[config.mk]
export PLATFORM = sky130hd
export DESIGN_NAME = pss_straps
export DESIGN_NICKNAME = d
export VERILOG_FILES = /design/src/rtl/pss_pkg.sv /design/src/rtl/pss_decode.sv /design/src/rtl/pss_straps.sv
export SDC_FILE = /design/constraint.sdc
export NUM_CORES = 1
export LEC_CHECK = 0
export BUFFER_PORTS_ARGS = -buffer_cell sky130_fd_sc_hd__buf_2
export CORE_UTILIZATION = 37
export DETAILED_ROUTE_END_ITERATION = 6
export PLACE_DENSITY = 0.84
export REMOVE_ABC_BUFFERS = 1
export SETUP_SLACK_MARGIN = 0.2
export SLEW_MARGIN = 5
export SYNTH_ARGS = -nofsm -noshare
export SYNTH_HDL_FRONTEND = slang
export SYNTH_SLANG_ARGS = --single-unit
[constraint.sdc]
create_clock -name SYS_CLK -period 1.1 [get_ports SYS_CLK]
set_input_delay 0.11 -clock SYS_CLK [delete_from_list [all_inputs] [get_ports SYS_CLK]]
set_output_delay 0.11 -clock SYS_CLK [all_outputs]
set_load 0.005 [all_outputs]
[src/rtl/pss_pkg.sv]
// Package for the peripheral select strap block: state, select carriers.
// Assumes a single 10 MHz system clock and active-low async reset.
package pss_pkg;

    // Strap capture sequence
    typedef enum logic [1:0] {PSS_IN_RESET, PSS_CAPTURE, PSS_RUN} pss_state_t;

    // Latched straps, one bit each
    typedef struct packed {
        logic cell_port_select;
        logic pci_select;
        logic serial_two_select;
        logic eeprom_autoinit_strap;
    } pss_straps_t;

    // Peripheral enables that steer the pin muxes
    typedef struct packed {
        logic cell_port_en;
        logic serial_one_en;
        logic host_port_en;
        logic gp_high_avail;
        logic pci_en;
        logic serial_two_en;
        logic eeprom_en;
        logic autoinit_req;
    } pss_enables_t;

    // Output-enable values (active low: low means the block drives)
    localparam logic PSS_OE_DRIVE = 1'b0;
    localparam logic PSS_OE_HIZ = 1'b1;
    localparam logic PSS_STRAP_DEFAULT = 1'b0;
    localparam int PSS_GP_HIGH_W = 7;
    localparam int PSS_GP_LOW_W = 9;

endpackage : pss_pkg

[src/rtl/pss_decode.sv]
// Combinational decode from latched straps to peripheral enables.
// Assumes straps are stable; the serial-two select is the live pin value.
`timescale 1ns/1ns
module pss_decode
    import pss_pkg::*;
(
    input wire pss_pkg::pss_straps_t straps,
    output pss_pkg::pss_enables_t enables
);
    import pss_pkg::*;

    // Each pair of sharing peripherals takes complementary terms
    always_comb
    begin
        enables.cell_port_en = straps.cell_port_select;
        enables.serial_one_en = ~straps.cell_port_select;
        enables.host_port_en = ~straps.pci_select;
        enables.gp_high_avail = ~straps.pci_select;
        enables.pci_en = straps.pci_select;
        enables.serial_two_en = ~straps.pci_select
            | straps.serial_two_select;
        enables.eeprom_en = straps.pci_select
            & ~straps.serial_two_select;
        enables.autoinit_req = straps.pci_select
            & ~straps.serial_two_select
            & straps.eeprom_autoinit_strap;
    end

endmodule : pss_decode

[src/rtl/pss_straps.sv]
// Peripheral select strap block: captures straps at reset, steers muxes.
// Assumes strap pins are valid and synchronous to SYS_CLK during reset.
`timescale 1ns/1ns
// Notes on behaviour
// - Capture strap levels during reset, configure from them
// - Never enable two peripherals on one pin
// - Coprocessors, timers, serial zero, low GP always on
// - Cell select 0: serial one, cell-only pins Hi-Z
// - Cell select 1: cell port, serial-one-only pins Hi-Z
// - PCI select 0: host port, GP high available
// - PCI select 0: byte enable, chip select Hi-Z
// - PCI select 1: host off, shared pins PCI
// - Serial two off only when PCI 1, select 0
// - Auto-init when strap 1, PCI, serial two off
// - Live serial-two select enables it, disables EEPROM
// - Auto-init strap 0 leaves PCI defaults
module pss_straps
    import pss_pkg::*;
(
    input wire logic SYS_CLK,
    input wire logic RST_N,
    input wire logic CELL_SELECT_STRAP_PIN,
    input wire logic PCI_SELECT_PIN,
    input wire logic SERIAL_TWO_SELECT_PIN,
    input wire logic AUTOINIT_STRAP_PIN,
    input wire logic [pss_pkg::PSS_GP_HIGH_W-1:0] GP_HIGH_ENABLE,
    input wire logic [pss_pkg::PSS_GP_HIGH_W-1:0] GP_HIGH_DIR_OUT,
    output logic STRAPS_VALID,
    output pss_pkg::pss_enables_t ENABLES,
    output logic AUTOINIT_START,
    output logic CELL_ONLY_OE_N,
    output logic SERIAL_ONE_ONLY_OE_N,
    output logic PCI_ONLY_OE_N,
    output logic [pss_pkg::PSS_GP_HIGH_W-1:0] GP_HIGH_GPIO_OE_N,
    output logic ALWAYS_ON_EN
);
    import pss_pkg::*;

    pss_state_t state_reg, state_next;
    pss_straps_t latch_reg, latch_next;
    pss_straps_t live;
    pss_enables_t dec, en_reg, en_next;
    logic start_reg, start_next;
    logic [PSS_GP_HIGH_W-1:0] gp_oe_reg, gp_oe_next;
    logic in_reset_q;

    // Strap latch: loaded on every clock while reset is held, so the value
    // kept is the last level seen in reset. It has no async reset on
    // purpose: an async clear could only load a constant, never the pins,
    // and the strap pins may be reused as outputs once reset is released.
    always_comb
    begin
        latch_next = latch_reg;
        if (!RST_N)
        begin
            latch_next.cell_port_select = CELL_SELECT_STRAP_PIN;
            latch_next.pci_select = PCI_SELECT_PIN;
            latch_next.serial_two_select = SERIAL_TWO_SELECT_PIN;
            latch_next.eeprom_autoinit_strap = AUTOINIT_STRAP_PIN;
        end
    end

    // Reset release may land close to an edge; the pins still hold then,
    // so an early or late last load stores the same levels either way.
    always_ff @(posedge SYS_CLK)
    begin
        latch_reg <= latch_next;
    end

    // Capture sequence: two settling cycles after release before the
    // enables are declared valid and the auto-init pulse is issued.
    always_comb
    begin
        state_next = state_reg;
        case (state_reg)
            PSS_IN_RESET:
                state_next = PSS_CAPTURE;
            PSS_CAPTURE:
                state_next = PSS_RUN;
            PSS_RUN:
                state_next = PSS_RUN; // Held until next reset
            default:
                state_next = PSS_IN_RESET;
        endcase
    end

    always_ff @(posedge SYS_CLK or negedge RST_N)
    begin
        if (!RST_N)
        begin
            state_reg <= PSS_IN_RESET;
        end
        else
        begin
            state_reg <= state_next;
        end
    end

    // Serial-two select follows the live pin; the rest stay latched
    always_comb
    begin
        live = latch_reg;
        live.serial_two_select = SERIAL_TWO_SELECT_PIN;
    end

    pss_decode u_decode (
        .straps(live),
        .enables(dec)
    );

    // Enables are held off until straps are captured, so no pin drives
    // a wrong peripheral in the cycle of reset release.
    always_comb
    begin
        in_reset_q = (state_reg == PSS_IN_RESET);
        en_next = in_reset_q ? '0 : dec;
        // Auto-init looks at the reset-time serial-two level: a board that
        // flips the live select right after release must not cancel it.
        start_next = (state_reg == PSS_CAPTURE)
            & latch_reg.pci_select
            & ~latch_reg.serial_two_select
            & latch_reg.eeprom_autoinit_strap;
    end

    // Per-pin GPIO drive: only on available pins that software set up as
    // outputs; every other high GP pin stays Hi-Z.
    genvar gi;
    generate
        for (gi = 0; gi < PSS_GP_HIGH_W; gi = gi + 1)
        begin : g_gp_oe
            assign gp_oe_next[gi] = (dec.gp_high_avail & ~in_reset_q
                & GP_HIGH_ENABLE[gi] & GP_HIGH_DIR_OUT[gi])
                ? PSS_OE_DRIVE : PSS_OE_HIZ;
        end
    endgenerate

    always_ff @(posedge SYS_CLK or negedge RST_N)
    begin
        if (!RST_N)
        begin
            en_reg <= '0;
            start_reg <= 1'b0;
            gp_oe_reg <= '1;
        end
        else
        begin
            en_reg <= en_next;
            start_reg <= start_next;
            gp_oe_reg <= gp_oe_next;
        end
    end

    // Standalone pin tie-offs follow the registered enables
    assign ENABLES = en_reg;
    assign STRAPS_VALID = (state_reg == PSS_RUN);
    assign AUTOINIT_START = start_reg;
    assign CELL_ONLY_OE_N = en_reg.cell_port_en ? PSS_OE_DRIVE : PSS_OE_HIZ;
    assign SERIAL_ONE_ONLY_OE_N = en_reg.serial_one_en ? PSS_OE_DRIVE
        : PSS_OE_HIZ;
    assign PCI_ONLY_OE_N = en_reg.pci_en ? PSS_OE_DRIVE : PSS_OE_HIZ;
    assign GP_HIGH_GPIO_OE_N = gp_oe_reg;
    assign ALWAYS_ON_EN = 1'b1;

    // Pairs sharing pins never both on
    property p_exclusive;
        @(posedge SYS_CLK) disable iff (!RST_N)
        !(ENABLES.cell_port_en && ENABLES.serial_one_en)
        && !(ENABLES.host_port_en && ENABLES.pci_en)
        && !(ENABLES.serial_two_en && ENABLES.eeprom_en);
    endproperty
    a_exclusive: assert property (p_exclusive)
        else $error("two peripherals share a pin");

    property p_hold;
        @(posedge SYS_CLK) disable iff (!RST_N)
        STRAPS_VALID |=> $stable(ENABLES.cell_port_en)
            && $stable(ENABLES.pci_en);
    endproperty
    a_hold: assert property (p_hold)
        else $error("latched select changed after reset");

    // Valid rises two edges after the last edge in reset and is sampled high at the third
    property p_capture;
        @(posedge SYS_CLK) disable iff (!RST_N)
        $rose(STRAPS_VALID) |->
            ENABLES.cell_port_en == $past(CELL_SELECT_STRAP_PIN, 3)
            && ENABLES.pci_en == $past(PCI_SELECT_PIN, 3);
    endproperty
    a_capture: assert property (p_capture)
        else $error("cell select not captured from strap");

    property p_cell_hiz;
        @(posedge SYS_CLK) disable iff (!RST_N)
        STRAPS_VALID && !ENABLES.cell_port_en |-> CELL_ONLY_OE_N
            && !SERIAL_ONE_ONLY_OE_N;
    endproperty
    a_cell_hiz: assert property (p_cell_hiz)
        else $error("cell-only pins driven with serial one");

    property p_serial_hiz;
        @(posedge SYS_CLK) disable iff (!RST_N)
        STRAPS_VALID && ENABLES.cell_port_en |-> SERIAL_ONE_ONLY_OE_N;
    endproperty
    a_serial_hiz: assert property (p_serial_hiz)
        else $error("serial-one-only pins driven with cell port");

    property p_pci_hiz;
        @(posedge SYS_CLK) disable iff (!RST_N)
        STRAPS_VALID && ENABLES.host_port_en |-> PCI_ONLY_OE_N
            && ENABLES.gp_high_avail;
    endproperty
    a_pci_hiz: assert property (p_pci_hiz)
        else $error("pci-only pins driven with host port");

    property p_serial_two;
        @(posedge SYS_CLK) disable iff (!RST_N)
        STRAPS_VALID && SERIAL_TWO_SELECT_PIN |=>
            ENABLES.serial_two_en && !ENABLES.eeprom_en;
    endproperty
    a_serial_two: assert property (p_serial_two)
        else $error("live serial-two select not followed");

    property p_s2_off;
        @(posedge SYS_CLK) disable iff (!RST_N)
        STRAPS_VALID && ENABLES.pci_en && !SERIAL_TWO_SELECT_PIN |=>
            !ENABLES.serial_two_en;
    endproperty
    a_s2_off: assert property (p_s2_off)
        else $error("serial two not disabled");

    property p_autoinit;
        @(posedge SYS_CLK) disable iff (!RST_N)
        AUTOINIT_START |-> $past(PCI_SELECT_PIN, 3)
            && !$past(SERIAL_TWO_SELECT_PIN, 3)
            && $past(AUTOINIT_STRAP_PIN, 3)
            && $past(state_reg == PSS_CAPTURE);
    endproperty
    a_autoinit: assert property (p_autoinit)
        else $error("auto-init started without its conditions");

    property p_no_autoinit;
        @(posedge SYS_CLK) disable iff (!RST_N)
        !latch_reg.eeprom_autoinit_strap |-> !AUTOINIT_START;
    endproperty
    a_no_autoinit: assert property (p_no_autoinit)
        else $error("auto-init with strap low");

    property p_gp;
        @(posedge SYS_CLK) disable iff (!RST_N)
        ENABLES.pci_en |-> GP_HIGH_GPIO_OE_N == '1;
    endproperty
    a_gp: assert property (p_gp)
        else $error("gp high driven while pci owns pins");

    // Nothing but the always-on set is enabled or driven until the capture sequence is done
    property p_quiet;
        @(posedge SYS_CLK) disable iff (!RST_N)
        !STRAPS_VALID |-> ENABLES == '0 && !AUTOINIT_START
            && CELL_ONLY_OE_N && SERIAL_ONE_ONLY_OE_N && PCI_ONLY_OE_N;
    endproperty
    a_quiet: assert property (p_quiet)
        else $error("enables active before straps captured");

    // PCI owns the shared host and GP pins once selected
    property p_host_off;
        @(posedge SYS_CLK) disable iff (!RST_N)
        ENABLES.pci_en |-> !ENABLES.host_port_en && !ENABLES.gp_high_avail
            && !PCI_ONLY_OE_N;
    endproperty
    a_host_off: assert property (p_host_off)
        else $error("host port or gp left on with pci");

    // GP high pins follow the software bits one clock later
    property p_gp_drive;
        @(posedge SYS_CLK) disable iff (!RST_N)
        STRAPS_VALID && !ENABLES.pci_en |=> GP_HIGH_GPIO_OE_N
            == ~($past(GP_HIGH_ENABLE) & $past(GP_HIGH_DIR_OUT));
    endproperty
    a_gp_drive: assert property (p_gp_drive)
        else $error("gp high drive does not follow software bits");

    // Without PCI, serial two is always on and the EEPROM always off
    property p_s2_on;
        @(posedge SYS_CLK) disable iff (!RST_N)
        STRAPS_VALID && !ENABLES.pci_en |->
            ENABLES.serial_two_en && !ENABLES.eeprom_en;
    endproperty
    a_s2_on: assert property (p_s2_on)
        else $error("serial two off without pci");

    // Auto-init is a single pulse per reset
    property p_start_pulse;
        @(posedge SYS_CLK) disable iff (!RST_N)
        AUTOINIT_START |=> !AUTOINIT_START;
    endproperty
    a_start_pulse: assert property (p_start_pulse)
        else $error("auto-init pulse longer than one cycle");

    // Valid stays up until the next reset
    property p_valid_hold;
        @(posedge SYS_CLK) disable iff (!RST_N)
        STRAPS_VALID |=> STRAPS_VALID;
    endproperty
    a_valid_hold: assert property (p_valid_hold)
        else $error("straps valid dropped without reset");

    // Every reset with the auto-init conditions met issues the pulse
    property p_autoinit_due;
        @(posedge SYS_CLK) disable iff (!RST_N)
        $rose(STRAPS_VALID) && $past(PCI_SELECT_PIN, 3)
            && !$past(SERIAL_TWO_SELECT_PIN, 3)
            && $past(AUTOINIT_STRAP_PIN, 3) |-> AUTOINIT_START;
    endproperty
    a_autoinit_due: assert property (p_autoinit_due)
        else $error("auto-init not started");

endmodule : pss_straps

Yosys cells after proc, flatten, opt, wreduce, memory -nomap -nowiden:

Index checks and enable logic that the tools add are counted.

* register bits: 22
* bits in latches: 0
* RAM bits: 0
* memory bits (read-only): 0
* input bits: 20
* output and inout bits: 21
* word-level logic and storage cells: 57
* memories kept: 0

* add/subtract/negate cells: 0
* $mul: 0
* div/mod/pow operators: 0
* magnitude comparators: 0
* eq/ne operators: 2
* shift-type cells: 0
* multiplexer cells: 12
* bitwise operators: 26
* reduce and logical (&&, ||, !) cells: 2

Operator list (count)
* AND 1 bit: 20
* 2-to-1 mux 1 bit: 10
* 2-to-1 mux 8 bit: 1
* NOT 1 bit: 5
* one-hot mux 2 bit (2 select lines): 1
* equality test 2 x 1 -> 1 bit (second input constant): 1
* equality test 2 bit (second input constant): 1
* zero test 2 bit: 1
* OR reduction 2 bit: 1
* OR 1 bit: 1

Longest topological paths before layout:

* word-level depth: 6
* depth in mapped cells: 4
* mapped depth without buffers: 4

Cells and area by module:

Synthesis repeated with hierarchy kept, for this count alone.

* cell total of the unflattened synthesis: 59
* area total of the unflattened synthesis: 843.3 µm²

By module, submodules not included
* pss_straps: times used 1, cells an instance 51, area each 789.5 µm², seq. area each 579.3 µm²
* pss_decode: times used 1, cells an instance 8, area each 53.8 µm², seq. area each 0.0 µm²

Worst setup path before layout:

OpenSTA, ideal clock, no wires.

* path type: register to register
* start: register state_reg[0]
* end: register gp_oe_reg[0], in the netlist GP_HIGH_GPIO_OE_N[0]
* setup time: 0.088 ns
* data arrival time: 0.955 ns
* data required time: 1.012 ns
* setup slack: 0.057 ns
* cell stages (with the launch flop): 5
* path buffers: 0
* clock period less this slack: 1.043 ns
* cells stage by stage: dfrtp_1 -> inv_1 -> ha_1 -> nor2_2 -> nand3_1

* longest elaborated chain between the ends: 6

RTL lines
* from (decl): line pss_straps.sv:39 `pss_state_t state_reg, state_next;`
* from (signal assigned): line pss_straps.sv:95 `state_reg <= state_next;`
* zero test 2 bit: line pss_straps.sv:115 `in_reset_q = (state_reg == PSS_IN_RESET);`
* NOT 1 bit: line pss_straps.sv:131 `assign gp_oe_next[gi] = (dec.gp_high_avail & ~in_reset_q`
* AND 1 bit: line pss_straps.sv:131
* AND 1 bit (2 in series): line pss_straps.sv:132 `& GP_HIGH_ENABLE[gi] & GP_HIGH_DIR_OUT[gi])`
* 2-to-1 mux 1 bit: line pss_straps.sv:133 `? PSS_OE_DRIVE : PSS_OE_HIZ;`
* net gp_oe_next[0]: line pss_straps.sv:44 `logic [PSS_GP_HIGH_W-1:0] gp_oe_reg, gp_oe_next;`
* to (signal assigned): line pss_straps.sv:149 `gp_oe_reg <= gp_oe_next;`
* to (decl): line pss_straps.sv:44

The timed path passes the listed nets, and every way through them passes these cells.
A chain may end at the register's enable or synchronous reset.

Worst setup path after layout:

* start: register state_reg[0]
* end: output STRAPS_VALID

* longest elaborated chain between the ends: 1

RTL lines
* equality test 2 bit: line pss_straps.sv:155 `assign STRAPS_VALID = (state_reg == PSS_RUN);`
* to (decl): line pss_straps.sv:28 `output logic STRAPS_VALID,`

No other way between the ends.

==> impl_results.md <==
* Non-Filler Instances at 138
* FF-to-FF path depth at 4
* WS Path Type: reg -> out
* Fillcell total at 120
* Post-synth ARST share at 0.810
* Syn Std Cell Area at 728 sq um
* Req. time, crit path at 0.99 ns
* Max IR drop VDD at 0.619 mV
* Sequential standard cell area at 554 sq um
* DP Worst Slack at -0.128 ns
* Startpoint Class: register
* Clock skew at 0.000612 ns
* Failing checks: negative setup slack
* PwrDens at 1120 nW/um^2
* Clk Latency, worst-skew pair at about 0.30 ns
* Ys Warns at 0
* Die W at 46.4 um
* Total track usage at 0.176
* Avg WL per Cell at between 10 and 15 um
* Vias in the first global route at 633
* Share of the synthesized area in the top cell type at 0.344
* Area of the core at about 1800 sq um
* Synth-to-Final Area Change at 74.1%
* Grt ovf at 0
* PnR worst setup slack at -0.105 ns
* Hold slack at 0.302 ns
* Vias per cell at 4.30
* Largest family of logic cells by synthesized area: simple AND/OR/NAND/NOR gates
* Initial antenna violation count at 0
* Final setup vio count at 2
* Mapped Avg Cell Area at 14.9 sq um
* Final Net Count at 137
* Crit end category: output pin
* R2R Path End: ENABLES[0]$_DFF_PN0_
* Hold/Removal Path Class: in -> async
* Final Cycle Share at 1.10
* Area contributors post-synth: dfrtp_1 34%, dfstp_2 25%, edfxtp_1 16%, ha_1 5.2%, nand3_1 4.8%
* Part of the Yosys area used for sequential elements at 0.761
* Unique masters post-synth at 15
* Post-synth EDFFs at 4
* IO Pins at 41
* Max-Cap Viols at 0
* Leakage Power at 0.610 nW
* Most used cell, CP: buf_6
* CTS Buf Count at 3
* Root buffer cell: clkbuf_4
* Share of cells above drive strength 1 at 0.558
* Crit Reg-Reg Startpoint: state_reg[1]$_DFF_PN0_
* First-pass GRT wire length at ~2500 um
* Synth Area in Compound Gates at 0.00687
* RSZ-0062 raised after global routing: yes
* Mapped Cells at 49
* Mux contribution to synthesized area at 0
* Final wirelength at 1710 um
* Antenna Nets Post-Route at 0
* Outcome: finished, violations left
* Via count at 594
* FF-to-FF setup slack at -0.01 ns
* Max clock buf depth at 2
* Cells after DPL at around 110
* CTS tree: yes
* XOR/XNOR Fraction of Synth Area at 0
* Final slew viol count at 0
* Die area at 2150 sq um
* Initial core utilization at 0.408
* IO buf count at 39
* Post-DP HPWL at 910 um
* CP max stage delay at 0.39 ns
* Final GP Congestion at between 0.6 and 0.7
* Tmin final at 1.21 ns
* Starting DRT DRC Count at 1
* CP cell instances: inv_2 > buf_6 > ha_4 > buf_6
* Die Span Y at 46.4 um
* Fmax at approximately 0.83 GHz
* Clock sink count at 21
* H-tree depth at 1
* # DRC at 0
* Worst path slowest cell: dfrtp_1
* Largest net degree at the start of global routing at 18
* Area occupied by multi-input gates at around 170 sq um
* Most used DFF post-synth: dfrtp_1
* Area leader, netlist: dfrtp_1
* Post-Synth Simple-Gate Area at 0.119
* Setup tns final at -0.112 ns
* Synthesized flop and latch total at 21
* CP max FO at 2
* N_diodes at 0
* Final hold viol count at 0
* CP arrival at ~1.1 ns
* Clk pin slew, worst setup/hold paths at 0.11 ns
* Area share of fa/ha/maj cells after synthesis at 0.0515
* Final Util at 0.711
* TritonRoute pass-1 iters at 3
* Critical path startpoint: state_reg[0]$_DFF_PN0_
* # rows at 15
## cell families (layout without fill, tap and decap cells)
kind of cell / Yosys count / count (layout)
adders and majority gates: 3 / 3
buffers and inverters: 9 / 73
other: 1 / 1
DFF: 21 / 21
AOI/OAI and AO/OA: 1 / 1
and+or+nand+nor: 14 / 14
## synthesized netlist by cell type (all sizes together) (2+ instances only)
library cell	number
nand3	7
dfrtp	10
ha	3
dfstp	7
nor2	2
nor2b	2
buf	2
inv	7
edfxtp	4
## cells in the final DEF, fill, tap and decap left out, types with 4 or more instances in the layout
master          n
nand3_1         7
edfxtp_1        4
buf_6           8
dfstp_2         7
dfrtp_1        10
dlygate4sd3_1  19
buf_2          32
inv_2           4
## metal layers
layer	up-vias	global-route usage	part of all wire	wire length, um
li1	282	-	-	-
met1	268	0.164	0.36	613
met2	38	0.336	0.55	931
met3	6	0.0157	0.059	100
met4	0	0.141	0.036	61
met5	-	0	0	0
## what timing repair did
item / in CTS / in global routing
setup endpoints to repair: 34 / 41
pin swaps: 2 / 0
hold endpoints to repair: 28 / 0
resized for setup: 7 / 11
hold buffers: 19 / 0
setup buffers: 1 / 1
## area by class of cell
| type | count | area share |
|---|---|---|
| clock buffers | 3 | 0.0178 |
| clock inverters | 1 | 0.00395 |
| inverters | 7 | 0.0207 |
| multi-input cells | 19 | 0.130 |
| flip-flops and latches | 21 | 0.437 |
| well taps | 25 | 0.0247 |
| repair buffers | 62 | 0.365 |
## power by group
group          internal [mW]  total (mW)  switching (mW)
Sequential             0.844       0.865          0.0210
Clock                  0.136       0.355           0.219
Combinational          0.124       0.198          0.0738
## worst max-delay path: cells and delay by family (launching register included)
family | cells | cell delay [ns]
fa+ha+maj | 1 | 0.14
flops | 1 | 0.39
buf+inv | 3 | 0.27
## worst max-delay path by stage
stage	end	cells past startpoint
floorplan	GP_HIGH_GPIO_OE_N[0]$_DFF_PN1_	4
global placement	GP_HIGH_GPIO_OE_N[3]$_DFF_PN1_	4
detailed placement	GP_HIGH_GPIO_OE_N[5]$_DFF_PN1_	4
CTS	STRAPS_VALID	4
global route	STRAPS_VALID	4
finish	STRAPS_VALID	4
## metrics by stage
| stage | total power [mW] | area (sq um) |
|---|---|---|
| 2_1_floorplan | 0.908 | 713 |
| 3_3_place_gp | 0.999 | 955 |
| 3_5_place_dp | 1.00 | 955 |
| 4_1_cts | 1.41 | 1210 |
| 5_1_grt | 1.49 | 1270 |
| 6_report | 1.42 | 1270 |
No activity file was read; power rests on OpenSTA's default activity.
